[src/rtl/lse_cfg.svh]
`ifndef LSE_CFG_SVH
`define LSE_CFG_SVH

// Timing
`define LSE_CLK_NS      10
`define LSE_MS_NS       1_000_000
`define LSE_MS_CYCLES   (`LSE_MS_NS / `LSE_CLK_NS)
`define LSE_WAIT_MAX_MS 10'h03E7
`define LSE_SYNC_LINE_PULSE  4'h8

// Register byte addresses
`define LSE_A_ENABLE    8'h00
`define LSE_A_OPMODE    8'h04
`define LSE_A_PWM       8'h08
`define LSE_A_CURRENT   8'h0C
`define LSE_A_CONFIG    8'h10
`define LSE_A_STATUS    8'h14

// Register fields
`define LSE_EN_CHIP     6
`define LSE_CFG_GPO_EN  2
`define LSE_CFG_GPO_LVL 3
`define LSE_CFG_GOUT    4

// Instruction argument fields
`define LSE_F_MS        9:0
`define LSE_F_STEP_MS   17:8
`define LSE_F_DOWN      7
`define LSE_F_STEPS     6:0
`define LSE_F_LOOP      13:8
`define LSE_F_TARGET    3:0
`define LSE_F_PWM       7:0
`define LSE_F_WAITM     7:4
`define LSE_F_SENDM     3:0
`define LSE_F_END_IRQ   1
`define LSE_F_END_RST   0

`endif

[src/rtl/lse_pkg.sv]
package lse_pkg;

    typedef enum logic [2:0] {OP_WAIT, OP_RAMP, OP_BRANCH, OP_SETPWM,
                              OP_START, OP_SYNC_LINE, OP_END, OP_RSVD} lse_op_t;
    typedef enum logic [1:0] {MODE_OFF, MODE_LOAD, MODE_RUN, MODE_DIRECT} lse_mode_t;
    typedef enum logic [1:0] {EX_HOLD, EX_STEP, EX_RUN, EX_RSVD} lse_exec_t;
    typedef enum logic [1:0] {ST_FETCH, ST_RAMP, ST_WAIT, ST_TRIGW} lse_st_t;

    typedef struct packed {
        lse_op_t     op;
        logic [20:0] arg;
    } lse_instr_t;

    typedef struct packed {
        logic [7:0] b;
        logic [7:0] g;
        logic [7:0] r;
    } lse_rgb8_t;

    typedef struct packed {
        lse_st_t         st;
        logic [3:0]      pc;
        logic [7:0]      duty;
        logic [9:0]      tmr;
        logic [7:0]      steps;
        logic [15:0][5:0] lcnt;
        logic [15:0]     lact;
        logic [3:0]      tpend;
        logic [3:0]      wmask;
    } lse_chan_t;

    typedef struct packed {
        logic                  chip_en;
        logic [2:0][1:0]       ex;
        logic [2:0][1:0]       mode;
        logic [2:0][7:0]       dpwm;
        lse_rgb8_t             cur;
        logic [1:0]            cp;
        logic                  gpo_en;
        logic                  gpo_lvl;
        logic                  gout;
        logic [2:0]            endf;
        lse_instr_t [2:0][15:0] mem;
        lse_chan_t [2:0]       ch;
        logic [3:0]            tpul;
        logic                  sync_q;
        logic [31:0]           rdata;
        logic                  slverr;
    } lse_top_st_t;

    typedef struct packed {
        logic [16:0] cnt;
        logic        tick;
    } lse_tick_st_t;

    typedef struct packed {
        logic [7:0] cnt;
        logic       out;
    } lse_pwm_st_t;

endpackage : lse_pkg

[src/rtl/lse_top.sv]
// Local design decisions: the register offsets and the APB interface to the registers.
`include "lse_cfg.svh"
module lse_top import lse_pkg::*; #(
    parameter int unsigned MS_CYCLES = `LSE_MS_CYCLES
) (
    // Clock and reset
    input  wire logic        clk,
    input  wire logic        rst_n,
    // APB slave
    input  wire logic        psel,
    input  wire logic        penable,
    input  wire logic        pwrite,
    input  wire logic [7:0]  paddr,
    input  wire logic [31:0] pwdata,
    output logic [31:0]      prdata,
    output logic             pready,
    output logic             pslverr,
    // LED drive
    output logic [2:0]       led_pwm,
    output lse_rgb8_t        led_current,
    output logic             chip_active,
    output logic             cp_gain_1p5,
    // Shared trigger line, open drain
    input  wire logic        sync_line_in,
    output logic             sync_line_out,
    output logic             sync_line_oe,
    // Interrupt pin and general output
    output logic             irq_pin_out,
    output logic             irq_pin_oe,
    output logic             general_out_pin
);
    lse_top_st_t     s, n;
    logic            ms_tick;
    logic            wr, rd, stat_rd;
    logic [1:0]      bank;
    logic [2:0][7:0] duty_eff;
    logic [2:0]      run;
    lse_instr_t      ins0;
    logic [7:0]      ins0_pwm;
    logic [3:0]      ins0_tgt;

    assign wr      = psel & penable & pwrite;
    assign rd      = psel & penable & ~pwrite;
    assign stat_rd = rd && (paddr == `LSE_A_STATUS);
    assign bank    = paddr[7:6];

    lse_tick #(.MS_CYCLES(MS_CYCLES)) u_tick (
        .clk     (clk),
        .rst_n   (rst_n),
        .ms_tick (ms_tick)
    );

    always_comb begin
        logic [2:0][3:0] snd;
        logic [2:0][3:0] cons;
        logic [2:0]      endset;
        logic            done;
        logic            ext_edge;
        logic            mapped;
        logic [3:0]      nxt;
        logic [3:0]      p;
        logic [5:0]      cnt;
        logic [9:0]      sms;
        logic [31:0]     rv;
        lse_instr_t      ins;
        snd      = '0;
        cons     = '0;
        endset   = '0;
        done     = 1'b0;
        nxt      = '0;
        p        = '0;
        cnt      = '0;
        sms      = '0;
        rv       = '0;
        mapped   = 1'b1;
        ins      = '0;
        n        = s;
        // Ignore our own pulse so a send does not re-trigger this device
        ext_edge = s.sync_q & ~sync_line_in & (s.tpul == 4'h0);
        n.sync_q = sync_line_in;

        // Read data is captured in the setup phase, so no wait states are needed
        if (bank != 2'b00) begin
            rv = {8'h00, s.mem[bank - 2'b01][paddr[5:2]]};
        end else begin
            unique case (paddr)
                `LSE_A_ENABLE:  rv = {25'h000_0000, s.chip_en, s.ex};
                `LSE_A_OPMODE:  rv = {26'h000_0000, s.mode};
                `LSE_A_PWM:     rv = {8'h00, s.dpwm};
                `LSE_A_CURRENT: rv = {8'h00, s.cur};
                `LSE_A_CONFIG:  rv = {27'h000_0000, s.gout, s.gpo_lvl, s.gpo_en, s.cp};
                `LSE_A_STATUS:  rv = {4'h0, s.ch[2].pc, s.ch[1].pc, s.ch[0].pc,
                                      5'h00, run, 5'h00, s.endf};
                default:        mapped = 1'b0;
            endcase
        end
        if (psel && !penable) begin
            n.rdata  = mapped ? rv : 32'h0000_0000;
            n.slverr = ~mapped;
        end

        for (int c = 0; c < 3; c++) begin
            done = 1'b0;
            ins  = s.mem[c][s.ch[c].pc];
            nxt  = s.ch[c].pc + 4'h1;
            p    = s.ch[c].pc;
            cnt  = ins.arg[`LSE_F_LOOP];
            sms  = ins.arg[`LSE_F_STEP_MS];
            // Step time clamp bounds each step below 1000 ms
            if (sms == 10'h000) begin
                sms = 10'h001;
            end else if (sms > `LSE_WAIT_MAX_MS) begin
                sms = `LSE_WAIT_MAX_MS;
            end
            if (s.mode[c] == MODE_OFF) begin
                n.ch[c].pc   = '0;
                n.ch[c].st   = ST_FETCH;
                n.ch[c].lact = '0;
            end else if (run[c]) begin
                unique case (s.ch[c].st)
                    ST_FETCH: begin
                        unique case (ins.op)
                            OP_WAIT: begin
                                if (ins.arg[`LSE_F_MS] == 10'h000) begin
                                    done = 1'b1;
                                end else begin
                                    n.ch[c].st  = ST_WAIT;
                                    n.ch[c].tmr = (ins.arg[`LSE_F_MS] > `LSE_WAIT_MAX_MS) ?
                                                  `LSE_WAIT_MAX_MS : ins.arg[`LSE_F_MS];
                                end
                            end
                            OP_RAMP: begin
                                n.ch[c].st    = ST_RAMP;
                                n.ch[c].tmr   = sms;
                                n.ch[c].steps = {1'b0, ins.arg[`LSE_F_STEPS]} + 8'h01;
                            end
                            OP_BRANCH: begin
                                done = 1'b1;
                                if (cnt == 6'h00) begin
                                    nxt = ins.arg[`LSE_F_TARGET];
                                end else if (!s.ch[c].lact[p]) begin
                                    if (cnt != 6'h01) begin
                                        nxt             = ins.arg[`LSE_F_TARGET];
                                        n.ch[c].lact[p] = 1'b1;
                                        n.ch[c].lcnt[p] = cnt - 6'h02;
                                    end
                                end else if (s.ch[c].lcnt[p] != 6'h00) begin
                                    nxt             = ins.arg[`LSE_F_TARGET];
                                    n.ch[c].lcnt[p] = s.ch[c].lcnt[p] - 6'h01;
                                end else begin
                                    n.ch[c].lact[p] = 1'b0;
                                end
                            end
                            OP_SETPWM: begin
                                n.ch[c].duty = ins.arg[`LSE_F_PWM];
                                done         = 1'b1;
                            end
                            OP_START: begin
                                nxt  = 4'h0;
                                done = 1'b1;
                            end
                            OP_SYNC_LINE: begin
                                snd[c] = ins.arg[`LSE_F_SENDM];
                                if (ins.arg[`LSE_F_WAITM] == 4'h0) begin
                                    done = 1'b1;
                                end else begin
                                    n.ch[c].st    = ST_TRIGW;
                                    n.ch[c].wmask = ins.arg[`LSE_F_WAITM];
                                end
                            end
                            OP_END, OP_RSVD: begin
                                // Restarting after an end without reset re-runs the end at once
                                n.ex[c] = EX_HOLD;
                                if (ins.op == OP_END) begin
                                    endset[c] = ins.arg[`LSE_F_END_IRQ];
                                    if (ins.arg[`LSE_F_END_RST]) begin
                                        n.ch[c].pc = 4'h0;
                                    end
                                end
                            end
                        endcase
                    end
                    ST_WAIT: begin
                        if (ms_tick) begin
                            n.ch[c].tmr = s.ch[c].tmr - 10'h001;
                            done        = (s.ch[c].tmr == 10'h001);
                        end
                    end
                    ST_RAMP: begin
                        if (ms_tick) begin
                            n.ch[c].tmr = s.ch[c].tmr - 10'h001;
                            if (s.ch[c].tmr == 10'h001) begin
                                n.ch[c].tmr   = sms;
                                n.ch[c].steps = s.ch[c].steps - 8'h01;
                                done          = (s.ch[c].steps == 8'h01);
                                if (ins.arg[`LSE_F_DOWN]) begin
                                    if (s.ch[c].duty != 8'h00) begin
                                        n.ch[c].duty = s.ch[c].duty - 8'h01;
                                    end
                                end else if (s.ch[c].duty != 8'hFF) begin
                                    n.ch[c].duty = s.ch[c].duty + 8'h01;
                                end
                            end
                        end
                    end
                    ST_TRIGW: begin
                        if ((s.ch[c].tpend & s.ch[c].wmask) == s.ch[c].wmask) begin
                            cons[c] = s.ch[c].wmask;
                            done    = 1'b1;
                        end
                    end
                endcase
            end
            if (done) begin
                n.ch[c].pc = nxt;
                n.ch[c].st = ST_FETCH;
                if (s.ex[c] == EX_STEP) begin
                    n.ex[c] = EX_HOLD;
                end
            end
        end

        // Arriving triggers win over the consumption in the same cycle
        for (int c = 0; c < 3; c++) begin
            n.ch[c].tpend = (s.ch[c].tpend & ~cons[c]) |
                            {ext_edge, snd[2][c], snd[1][c], snd[0][c]};
        end
        if (snd[0][3] | snd[1][3] | snd[2][3]) begin
            n.tpul = `LSE_SYNC_LINE_PULSE;
        end else if (s.tpul != 4'h0) begin
            n.tpul = s.tpul - 4'h1;
        end
        // Clear only the flags the host saw at setup, so a flag raised during the read survives
        n.endf = (s.endf & ~(stat_rd ? s.rdata[2:0] : 3'b000)) | endset;

        // Software writes land last so they override hardware updates
        if (wr) begin
            if (bank != 2'b00) begin
                if (s.mode[bank - 2'b01] == MODE_LOAD) begin
                    n.mem[bank - 2'b01][paddr[5:2]] = pwdata[23:0];
                end
            end else begin
                unique case (paddr)
                    `LSE_A_ENABLE: begin
                        n.chip_en = pwdata[`LSE_EN_CHIP];
                        n.ex      = pwdata[5:0];
                    end
                    `LSE_A_OPMODE:  n.mode = pwdata[5:0];
                    `LSE_A_PWM:     n.dpwm = pwdata[23:0];
                    `LSE_A_CURRENT: n.cur  = pwdata[23:0];
                    `LSE_A_CONFIG: begin
                        n.cp      = pwdata[1:0];
                        n.gpo_en  = pwdata[`LSE_CFG_GPO_EN];
                        n.gpo_lvl = pwdata[`LSE_CFG_GPO_LVL];
                        n.gout    = pwdata[`LSE_CFG_GOUT];
                    end
                    default: ;
                endcase
            end
        end
    end

    always_ff @(posedge clk or negedge rst_n) begin
        if (!rst_n) begin
            s <= '0;
        end else begin
            s <= n;
        end
    end

    for (genvar c = 0; c < 3; c++) begin : g_chan
        assign run[c] = s.chip_en && (s.mode[c] == MODE_RUN) && (s.ex[c] != EX_HOLD);
        assign duty_eff[c] = !s.chip_en ? 8'h00 :
                             (s.mode[c] == MODE_DIRECT) ? s.dpwm[c] :
                             (s.mode[c] != MODE_RUN) ? 8'h00 :
                             (s.ch[c].st == ST_TRIGW && s.ch[c].wmask[3]) ? 8'h00 :
                             s.ch[c].duty;
        lse_pwm u_pwm (
            .clk     (clk),
            .rst_n   (rst_n),
            .duty    (duty_eff[c]),
            .pwm_out (led_pwm[c])
        );
    end

    assign prdata          = s.rdata;
    assign pready          = 1'b1;
    assign pslverr         = s.slverr;
    assign led_current     = s.cur;
    assign chip_active     = s.chip_en;
    assign cp_gain_1p5     = s.cp[1];
    assign sync_line_out   = 1'b0;
    assign sync_line_oe    = (s.tpul != 4'h0);
    assign irq_pin_oe      = s.gpo_en | (|s.endf);
    assign irq_pin_out     = s.gpo_en & s.gpo_lvl;
    assign general_out_pin = s.gout;

    assign ins0     = s.mem[0][s.ch[0].pc];
    assign ins0_pwm = ins0.arg[`LSE_F_PWM];
    assign ins0_tgt = ins0.arg[`LSE_F_TARGET];

    property p_ramp_step;
        @(posedge clk) disable iff (!rst_n)
        (s.ch[0].st == ST_RAMP) |=> (8'(s.ch[0].duty - $past(s.ch[0].duty)) inside {8'h00, 8'h01, 8'hFF});
    endproperty
    a_ramp_step: assert property (p_ramp_step) else $error("ramp moved duty by more than one");

    property p_wait_hold;
        @(posedge clk) disable iff (!rst_n)
        (s.ch[0].st == ST_WAIT && !ms_tick && s.mode[0] == MODE_RUN) |=> $stable(s.ch[0].tmr);
    endproperty
    a_wait_hold: assert property (p_wait_hold) else $error("wait timer moved without tick");

    property p_branch_inf;
        @(posedge clk) disable iff (!rst_n)
        (run[0] && s.ch[0].st == ST_FETCH && ins0.op == OP_BRANCH && ins0.arg[`LSE_F_LOOP] == 6'h00)
        |=> (s.ch[0].pc == $past(ins0_tgt));
    endproperty
    a_branch_inf: assert property (p_branch_inf) else $error("endless branch missed target");

    property p_setpwm;
        @(posedge clk) disable iff (!rst_n)
        (run[0] && s.ch[0].st == ST_FETCH && ins0.op == OP_SETPWM) |=> (s.ch[0].duty == $past(ins0_pwm));
    endproperty
    a_setpwm: assert property (p_setpwm) else $error("set duty not loaded");

    property p_start;
        @(posedge clk) disable iff (!rst_n)
        (run[0] && s.ch[0].st == ST_FETCH && ins0.op == OP_START) |=> (s.ch[0].pc == 4'h0);
    endproperty
    a_start: assert property (p_start) else $error("restart did not clear counter");

    property p_sync_line_send;
        @(posedge clk) disable iff (!rst_n)
        (run[0] && s.ch[0].st == ST_FETCH && ins0.op == OP_SYNC_LINE && ins0.arg[3]) |=> sync_line_oe [*8];
    endproperty
    a_sync_line_send: assert property (p_sync_line_send) else $error("external trigger pulse too short");

    property p_end_irq;
        @(posedge clk) disable iff (!rst_n)
        (run[0] && s.ch[0].st == ST_FETCH && ins0.op == OP_END && ins0.arg[`LSE_F_END_IRQ] && !wr)
        |=> (s.endf[0] && s.ex[0] == EX_HOLD);
    endproperty
    a_end_irq: assert property (p_end_irq) else $error("end did not stop and flag");

    property p_irq_hold;
        @(posedge clk) disable iff (!rst_n)
        ((|s.endf) && !stat_rd) |=> (|s.endf);
    endproperty
    a_irq_hold: assert property (p_irq_hold) else $error("interrupt dropped before status read");

    property p_gpo;
        @(posedge clk) disable iff (!rst_n)
        s.gpo_en |-> (irq_pin_oe && irq_pin_out == s.gpo_lvl);
    endproperty
    a_gpo: assert property (p_gpo) else $error("interrupt pin not following level bit");

    property p_direct;
        @(posedge clk) disable iff (!rst_n)
        (s.chip_en && s.mode[0] == MODE_DIRECT) |-> (duty_eff[0] == s.dpwm[0]);
    endproperty
    a_direct: assert property (p_direct) else $error("direct duty not followed");

    property p_ext_dark;
        @(posedge clk) disable iff (!rst_n)
        (s.mode[0] == MODE_RUN && s.ch[0].st == ST_TRIGW && s.ch[0].wmask[3]) [*2] |-> !led_pwm[0];
    endproperty
    a_ext_dark: assert property (p_ext_dark) else $error("LED lit while waiting external");

    c_ramp:   cover property (@(posedge clk) disable iff (!rst_n) s.ch[0].st == ST_RAMP ##1 s.ch[0].st == ST_FETCH);
    c_loop:   cover property (@(posedge clk) disable iff (!rst_n) $fell(s.ch[0].lact[3]));
    c_irq:    cover property (@(posedge clk) disable iff (!rst_n) $rose(irq_pin_oe) && !s.gpo_en);
    c_trigw:  cover property (@(posedge clk) disable iff (!rst_n) $fell(s.ch[0].st == ST_TRIGW));
endmodule : lse_top

[src/rtl/lse_tick.sv]
`include "lse_cfg.svh"
module lse_tick import lse_pkg::*; #(
    parameter int unsigned MS_CYCLES = `LSE_MS_CYCLES
) (
    // Clock and reset
    input  wire logic clk,
    input  wire logic rst_n,
    // Millisecond strobe
    output logic      ms_tick
);
    lse_tick_st_t s, n;

    always_comb begin
        n = s;
        n.tick = 1'b0;
        if (s.cnt == 17'(MS_CYCLES - 1)) begin
            n.cnt  = '0;
            n.tick = 1'b1;
        end else begin
            n.cnt = s.cnt + 17'h0_0001;
        end
    end

    always_ff @(posedge clk or negedge rst_n) begin
        if (!rst_n) begin
            s <= '0;
        end else begin
            s <= n;
        end
    end

    assign ms_tick = s.tick;
endmodule : lse_tick

[src/rtl/lse_pwm.sv]
module lse_pwm import lse_pkg::*; (
    // Clock and reset
    input  wire logic       clk,
    input  wire logic       rst_n,
    // Duty in, pulse out
    input  wire logic [7:0] duty,
    output logic            pwm_out
);
    lse_pwm_st_t s, n;

    always_comb begin
        n = s;
        n.cnt = s.cnt + 8'h01;
        // Counter skips 255 so a duty of 255 gives a steady high
        if (s.cnt == 8'hFE) begin
            n.cnt = 8'h00;
        end
        n.out = (s.cnt < duty);
    end

    always_ff @(posedge clk or negedge rst_n) begin
        if (!rst_n) begin
            s <= '0;
        end else begin
            s <= n;
        end
    end

    assign pwm_out = s.out;
endmodule : lse_pwm

[config.mk]
export PLATFORM = sky130hd
export DESIGN_NAME = lse_top
export DESIGN_NICKNAME = d
export VERILOG_FILES = /design/src/rtl/lse_pkg.sv /design/src/rtl/lse_top.sv /design/src/rtl/lse_tick.sv /design/src/rtl/lse_pwm.sv
export VERILOG_INCLUDE_DIRS = /design/src /design/src/rtl
export SDC_FILE = /design/constraint.sdc
export NUM_CORES = 2
export LEC_CHECK = 0
export BUFFER_PORTS_ARGS = -buffer_cell sky130_fd_sc_hd__buf_2
export CORE_ASPECT_RATIO = 0.6
export CORE_MARGIN = 4
export CORE_UTILIZATION = 64
export CTS_CLUSTER_SIZE = 16
export DETAILED_ROUTE_END_ITERATION = 12
export GPL_ROUTABILITY_DRIVEN = 1
export PLACE_DENSITY = 0.81
export SLEW_MARGIN = 20
export SYNTH_ARGS = -nofsm -noshare
export SYNTH_HDL_FRONTEND = slang
export SYNTH_SLANG_ARGS = --single-unit
export TNS_END_PERCENT = 10
[constraint.sdc]
create_clock -name clk -period 4.7 [get_ports clk]
set_input_delay 0.705 -clock clk [delete_from_list [all_inputs] [get_ports clk]]
set_output_delay 0.705 -clock clk [all_outputs]
set_load 0.03 [all_outputs]
**Word-level counts from Yosys, hierarchy flattened**

Cells that the tools add are included.

- Word-level logic and storage cells: 823
- Output and inout port bits: 68
- Bits of input ports: 46
- Register bits: 1760

- $lt $le $gt $ge: 19
- Add/sub/neg operators: 30
- Eq/ne operators: 109
- Muxes and demuxes: 292
- Reduce and logical (&&, ||, !) cells: 129
- Bitwise operators: 46

Operators with widths:

| kind | count |
|---|---|
| 112-bit two-way mux | 15 |
| 1152-bit bitwise mux | 1 |
| 384-bit binary-select mux with 2-bit select | 1 |
| 384-bit demux with 2-bit select | 1 |
| 384-bit two-way mux | 2 |
| 96-bit bitwise mux | 6 |
| 144-bit two-way mux | 3 |
| 24-bit binary-select mux with 4-bit select | 4 |
| 96-bit two-way mux | 3 |
| 8-bit two-way mux | 30 |
| 4-bit two-way mux | 56 |
| 24-bit two-way mux | 7 |
| 28-bit one-hot mux with 6 select lines | 1 |
| 26-bit two-way mux | 6 |
| 10-bit two-way mux | 15 |
| 65-bit two-way mux | 2 |
| 6-bit two-way mux | 17 |
| 24-bit demux with 4-bit select | 1 |
| 16-bit two-way mux | 6 |
| 8-bit one-hot mux with 2 select lines | 6 |
| 10-bit one-hot mux with 3 select lines | 3 |
| 6-bit binary-select mux with 4-bit select | 3 |
| 6-bit demux with 4-bit select | 3 |
| 3-bit nonzero test | 21 |
| other kinds (84) | 412 |

**Logic depth before layout (Yosys ltp)**

- Word-level depth: 14
- Depth in mapped cells: 17
- Mapped depth without buffers: 13

**Cells and area by module**

A second synthesis with hierarchy kept.

- Cell total of the unflattened synthesis: 7380
- Area total of the unflattened synthesis: 94276.7 sq um

By module, submodules not included:

| module | seq. area each (sq um) | area each (sq um) | cells each | times used |
|---|---|---|---|---|
| lse_top | 42816.1 | 91664.2 | 7107 | 1 |
| lse_pwm | 225.2 | 598.1 | 66 | 3 |
| lse_tick | 450.4 | 818.3 | 75 | 1 |

**Least setup slack after synthesis**

OpenSTA, ideal clock, no wires.

- Kind: reg2reg
- Start: reg s[488] (netlist bit)
- End: reg s[490] (netlist bit)
- Setup time: 0.126 ns
- Clock period less this slack: 4.296 ns
- Cell stages (with the launch flop): 17
- Path slack: 0.404 ns
- Data arrival time: 4.170 ns
- Path buffers: 6
- Data required time: 4.574 ns
- Cell sequence: dfrtp_1 buf_6 buf_6 buf_6 buf_6 buf_2 buf_2 mux4_2 mux4_2 inv_1 ha_1 inv_1 a2111oi_0 a31oi_2 a31oi_4 nor3_1 a221o_1

- Word-level cells in the longest chain between the ends: 11
- Elaborated cells on any way between the ends: 42
- Those cells by class: add/sub (1); eq/ne (7); mux (21); reduce/logical (13)

RTL lines:

| item | RTL line | RTL |
|---|---|---|
| start, declared | lse_top.sv:32 | `lse_top_st_t s, n;` |
| start signal, assigned | lse_top.sv:267 | `s <= n;` |
| branches (longest 11 deep; another with 24-bit binary-select mux with 4-bit select) | -- |  |

Parallel ways; which one is timed is not known. The select of a mux whose other input is x is not followed.
A chain may end at the register's enable or synchronous reset.

**Final worst setup path**

- Start: reg s[339] (netlist bit)
- End: reg s[249] (netlist bit)

- Word-level cells in the longest chain between the ends: 7
- Elaborated cells on any way between the ends: 26
- Those cells by class: add/sub (2); order compare (2); eq/ne (3); mux (13); bitwise (1); reduce/logical (5)

RTL lines:

| item |
|---|
| branches (longest 7 deep; another with 6-bit by 2-bit subtractor with 6-bit output) |

Parallel ways; which one is timed is not known. The select of a mux whose other input is x is not followed.

==> results.sh <==
export IMPL_outcome="complete, no violations"
export IMPL_crit_fanout=12
export IMPL_crit_path_start_kind="register"
export IMPL_period_share_pct=98.13
export IMPL_synth_edf_count=0
export IMPL_synth_distinct_cells=116
export IMPL_synthArstFlopShare_pct=100.0
export IMPL_fmax_mhz=216.8
export IMPL_hold_viol_final=0
export IMPL_cp_arrival_ns=5.33
export IMPL_cp_top_family="compound AO/OA/AOI/OAI gates"
export IMPL_cts_tree="built"
export IMPL_drt_total_wl_um=365700
export IMPL_maxSlewViolCount=0
export IMPL_hp_start="pwrite"
export IMPL_via_per_inst=7.675
export IMPL_r2r_slack_ns=0.09
export IMPL_ys_ff_latch=1756
export IMPL_post_route_min_period_ns=4.612
export IMPL_die_x_um=506.8
export IMPL_insertion_delay_ns=0.87
export IMPL_cp_cell_sequence="nor2_4 -> buf_4 -> a22o_1 -> a221oi_2 -> inv_1 -> o311ai_1 -> buf_4 -> o21bai_2 -> buf_4 -> nor2_4 -> mux2_1"
export IMPL_hold_ws_ns=0.3245
export IMPL_hold_path_class="in2reg"
export IMPL_required_ns=5.42
export IMPL_area_delta_synth_final_pct=11.98
export IMPL_critPathMaxStageDelay_ns=1.04
export IMPL_ios=114
export IMPL_critPathBufInv=4
export IMPL_hpwl_um=247700
export IMPL_via_count=75020
export IMPL_p_leak_nw=49.80
export IMPL_drc=0
export IMPL_cp_startpoint="s[339]"
export IMPL_ir_drop_uv=399.6
export IMPL_start_util_pct=64.62
export IMPL_die_h_um=307.3
export IMPL_path_depth=11
export IMPL_grt_use_total_pct=46.46
export IMPL_relSlewSlack_pct=10.84
export IMPL_cts_root_buf="clkbuf_16"
export IMPL_antenna_found_initial=37
export IMPL_post_drt_wl_per_cell_um=37.41
export IMPL_grt_remaining_overflow=0
export IMPL_fillerInstances=9565
export IMPL_yosys_warnings=0
export IMPL_max_cap_violations=0
export IMPL_rsz0062_at_grt="no"
export IMPL_numCtsBuffers=163
export IMPL_crit_end="s[249]"
export IMPL_fin_ws_ns=0.08796
export IMPL_drtAntennaViolNets=0
export IMPL_worstRegToRegCells=11
export IMPL_row_count=109
export IMPL_drt_iter0_markers=13480
export IMPL_final_layout_size_suffix_gt1_share_pct=39.51
export IMPL_pre_cts_slack_ns=-0.003790
export IMPL_setup_viol=0
export IMPL_port_buffers=99
export IMPL_cts_buffer_depth=3
export IMPL_grt_max_degree=129
export IMPL_timing_rr_end="s[249]"
export IMPL_post_synth_cell_area_avg_um2=12.76
export IMPL_h_tree_depth=4
export IMPL_final_cells=9775
export IMPL_drtPass1Iterations=11
export IMPL_cts_sinks=1756
export IMPL_core_um2=147800
export IMPL_cts_clk_slew_worst_paths_ns=0.07
export IMPL_crit_top_cell="buf_4"
export IMPL_end_kind="register"
export IMPL_place_area_um2=101000
export IMPL_worst_pin_slew_ns=1.337
export IMPL_syn_inst=7487
export IMPL_die_area_um2=155700
export IMPL_dp_cells=9428
export IMPL_tns_ns=0
export IMPL_gp_congestion=1.070
export IMPL_fin_area_um2=107000
export IMPL_r2r_start="s[339]"
export IMPL_skew_ns=0.05272
export IMPL_slowest_stage="dfrtp_1"
export IMPL_seq_area_frac_synth_pct=46.00
export IMPL_grt_pass1_vias=73400
export IMPL_grt_pass1_wl_um=522100
export IMPL_synth_flop_cell="dfrtp_1"
export IMPL_syn_area_um2=95530
export IMPL_cellPowerDensity_nw_per_um2=300.4
export IMPL_fin_nets=7751
export IMPL_crit_type="reg2reg"
-- area by class of cell --
type	instances	area, um^2	share of cell area (%)
diodes	44	110.1	0.1029
repair buffers	638	5715	5.343
flip-flops and latches	1756	43970	41.10
well taps	1998	2500	2.337
clock buffers	236	4930	4.608
inverters	103	386.6	0.3614
multi-input cells	4939	48590	45.42
clock inverters	61	785.8	0.7345
-- how the worst min path moves through the flow --
stage / to / slack [ns] / cells after the start
detailed placement: prdata[22] / 0.46 / 1
floorplan: chip_active / 0.41 / 0
global route: s[1646] / 0.34 / 4
CTS: s[1646] / 0.27 / 4
finish: s[1646] / 0.32 / 4
global placement: prdata[22] / 0.45 / 1
-- worst register-to-register path, stage by stage, from the launching register on --
cell      delay [ns]
dfrtp_1         1.04
nor2_4          0.40
buf_4           0.34
a22o_1          0.24
a221oi_2        0.63
inv_1           0.20
o311ai_1        0.44
buf_4           0.18
o21bai_2        0.24
buf_4           0.34
nor2_4          0.11
mux2_1          0.33
-- placed cells by master, fill, tap and decap left out, types with 80 or more instances in the layout --
cell	instances
ha_1	100
mux2_4	80
clkbuf_16	168
a221oi_1	147
mux2i_1	201
mux2_2	1433
nand3_1	122
mux4_2	435
buf_4	447
a22o_1	107
o21ai_0	185
a22oi_1	81
nor2_1	247
a21oi_1	270
buf_2	94
dfrtp_1	1749
buf_12	91
mux2_1	136
inv_1	97
nand2_1	388
-- power by group --
group	internal, mW	leakage [nW]	switching (mW)
clock network	8.13	2.82	6.31
registers	15.3	24.4	0.128
logic	0.633	22.6	1.68
-- registers in the layout (all words and copies together), names as in the netlist --
signal,cells
s,1655
prdata,28
g_chan.u_pwm.s,24
led_current,24
u_tick.s,17
g_chan.u_pwm.pwm_out,3
chip_active,1
cp_gain_1p5,1
general_out_pin,1
pslverr,1
u_tick.ms_tick,1
-- through the flow --
step                power [mW]  util (%)
detailed placement       17.81     68.35
finish                   32.13     72.36
CTS                      31.94     72.23
global placement         17.76     68.35
global route             32.76     72.34
floorplan                16.67         -
-- cells in the mapped netlist, drive strengths merged, types with 123 or more instances --
cell type  number  area, um^2
dfrtp        1756       43940
mux2         1649       18870
clkbuf        465        1745
mux4          439        9902
nand2         406        1789
nor2          323        1455
a21oi         273        1370
buf           228        1404
mux2i         203        2032
o21ai         193       965.9
a221oi        167        1603
nand3         123       620.6
-- metal layers --
| layer | global-route usage, % | routed length [um] |
|---|---|---|
| met2 | 57.32 | 135500 |
| met4 | 24.64 | 25190 |
| met3 | 30.87 | 72380 |
| met1 | 59.95 | 130200 |
| met5 | 11.81 | 2475 |
-- logic make-up after synthesis --
| family | Yosys count | synth area share, % |
|---|---|---|
| other | 2 | 0.007861 |
| AO/OA/AOI/OAI | 1217 | 9.113 |
| flip-flops | 1756 | 46.00 |
| XOR/XNOR | 109 | 1.007 |
| buffers and inverters | 796 | 3.701 |
| multiplexers | 2291 | 32.24 |
| AND/OR/NAND/NOR | 1212 | 6.546 |
| adder cells (fa/ha/maj) | 104 | 1.386 |
-- timing repair --
item / 4_1_cts / 5_1_grt
resized for setup: 0 / 1
endpoints found under the hold margin: 47 / 0
setup endpoints to repair: 0 / 5
buffers inserted: 0 / 2
hold buffers: 2 / 0
Note: power is estimated with default switching activity, not from simulation.
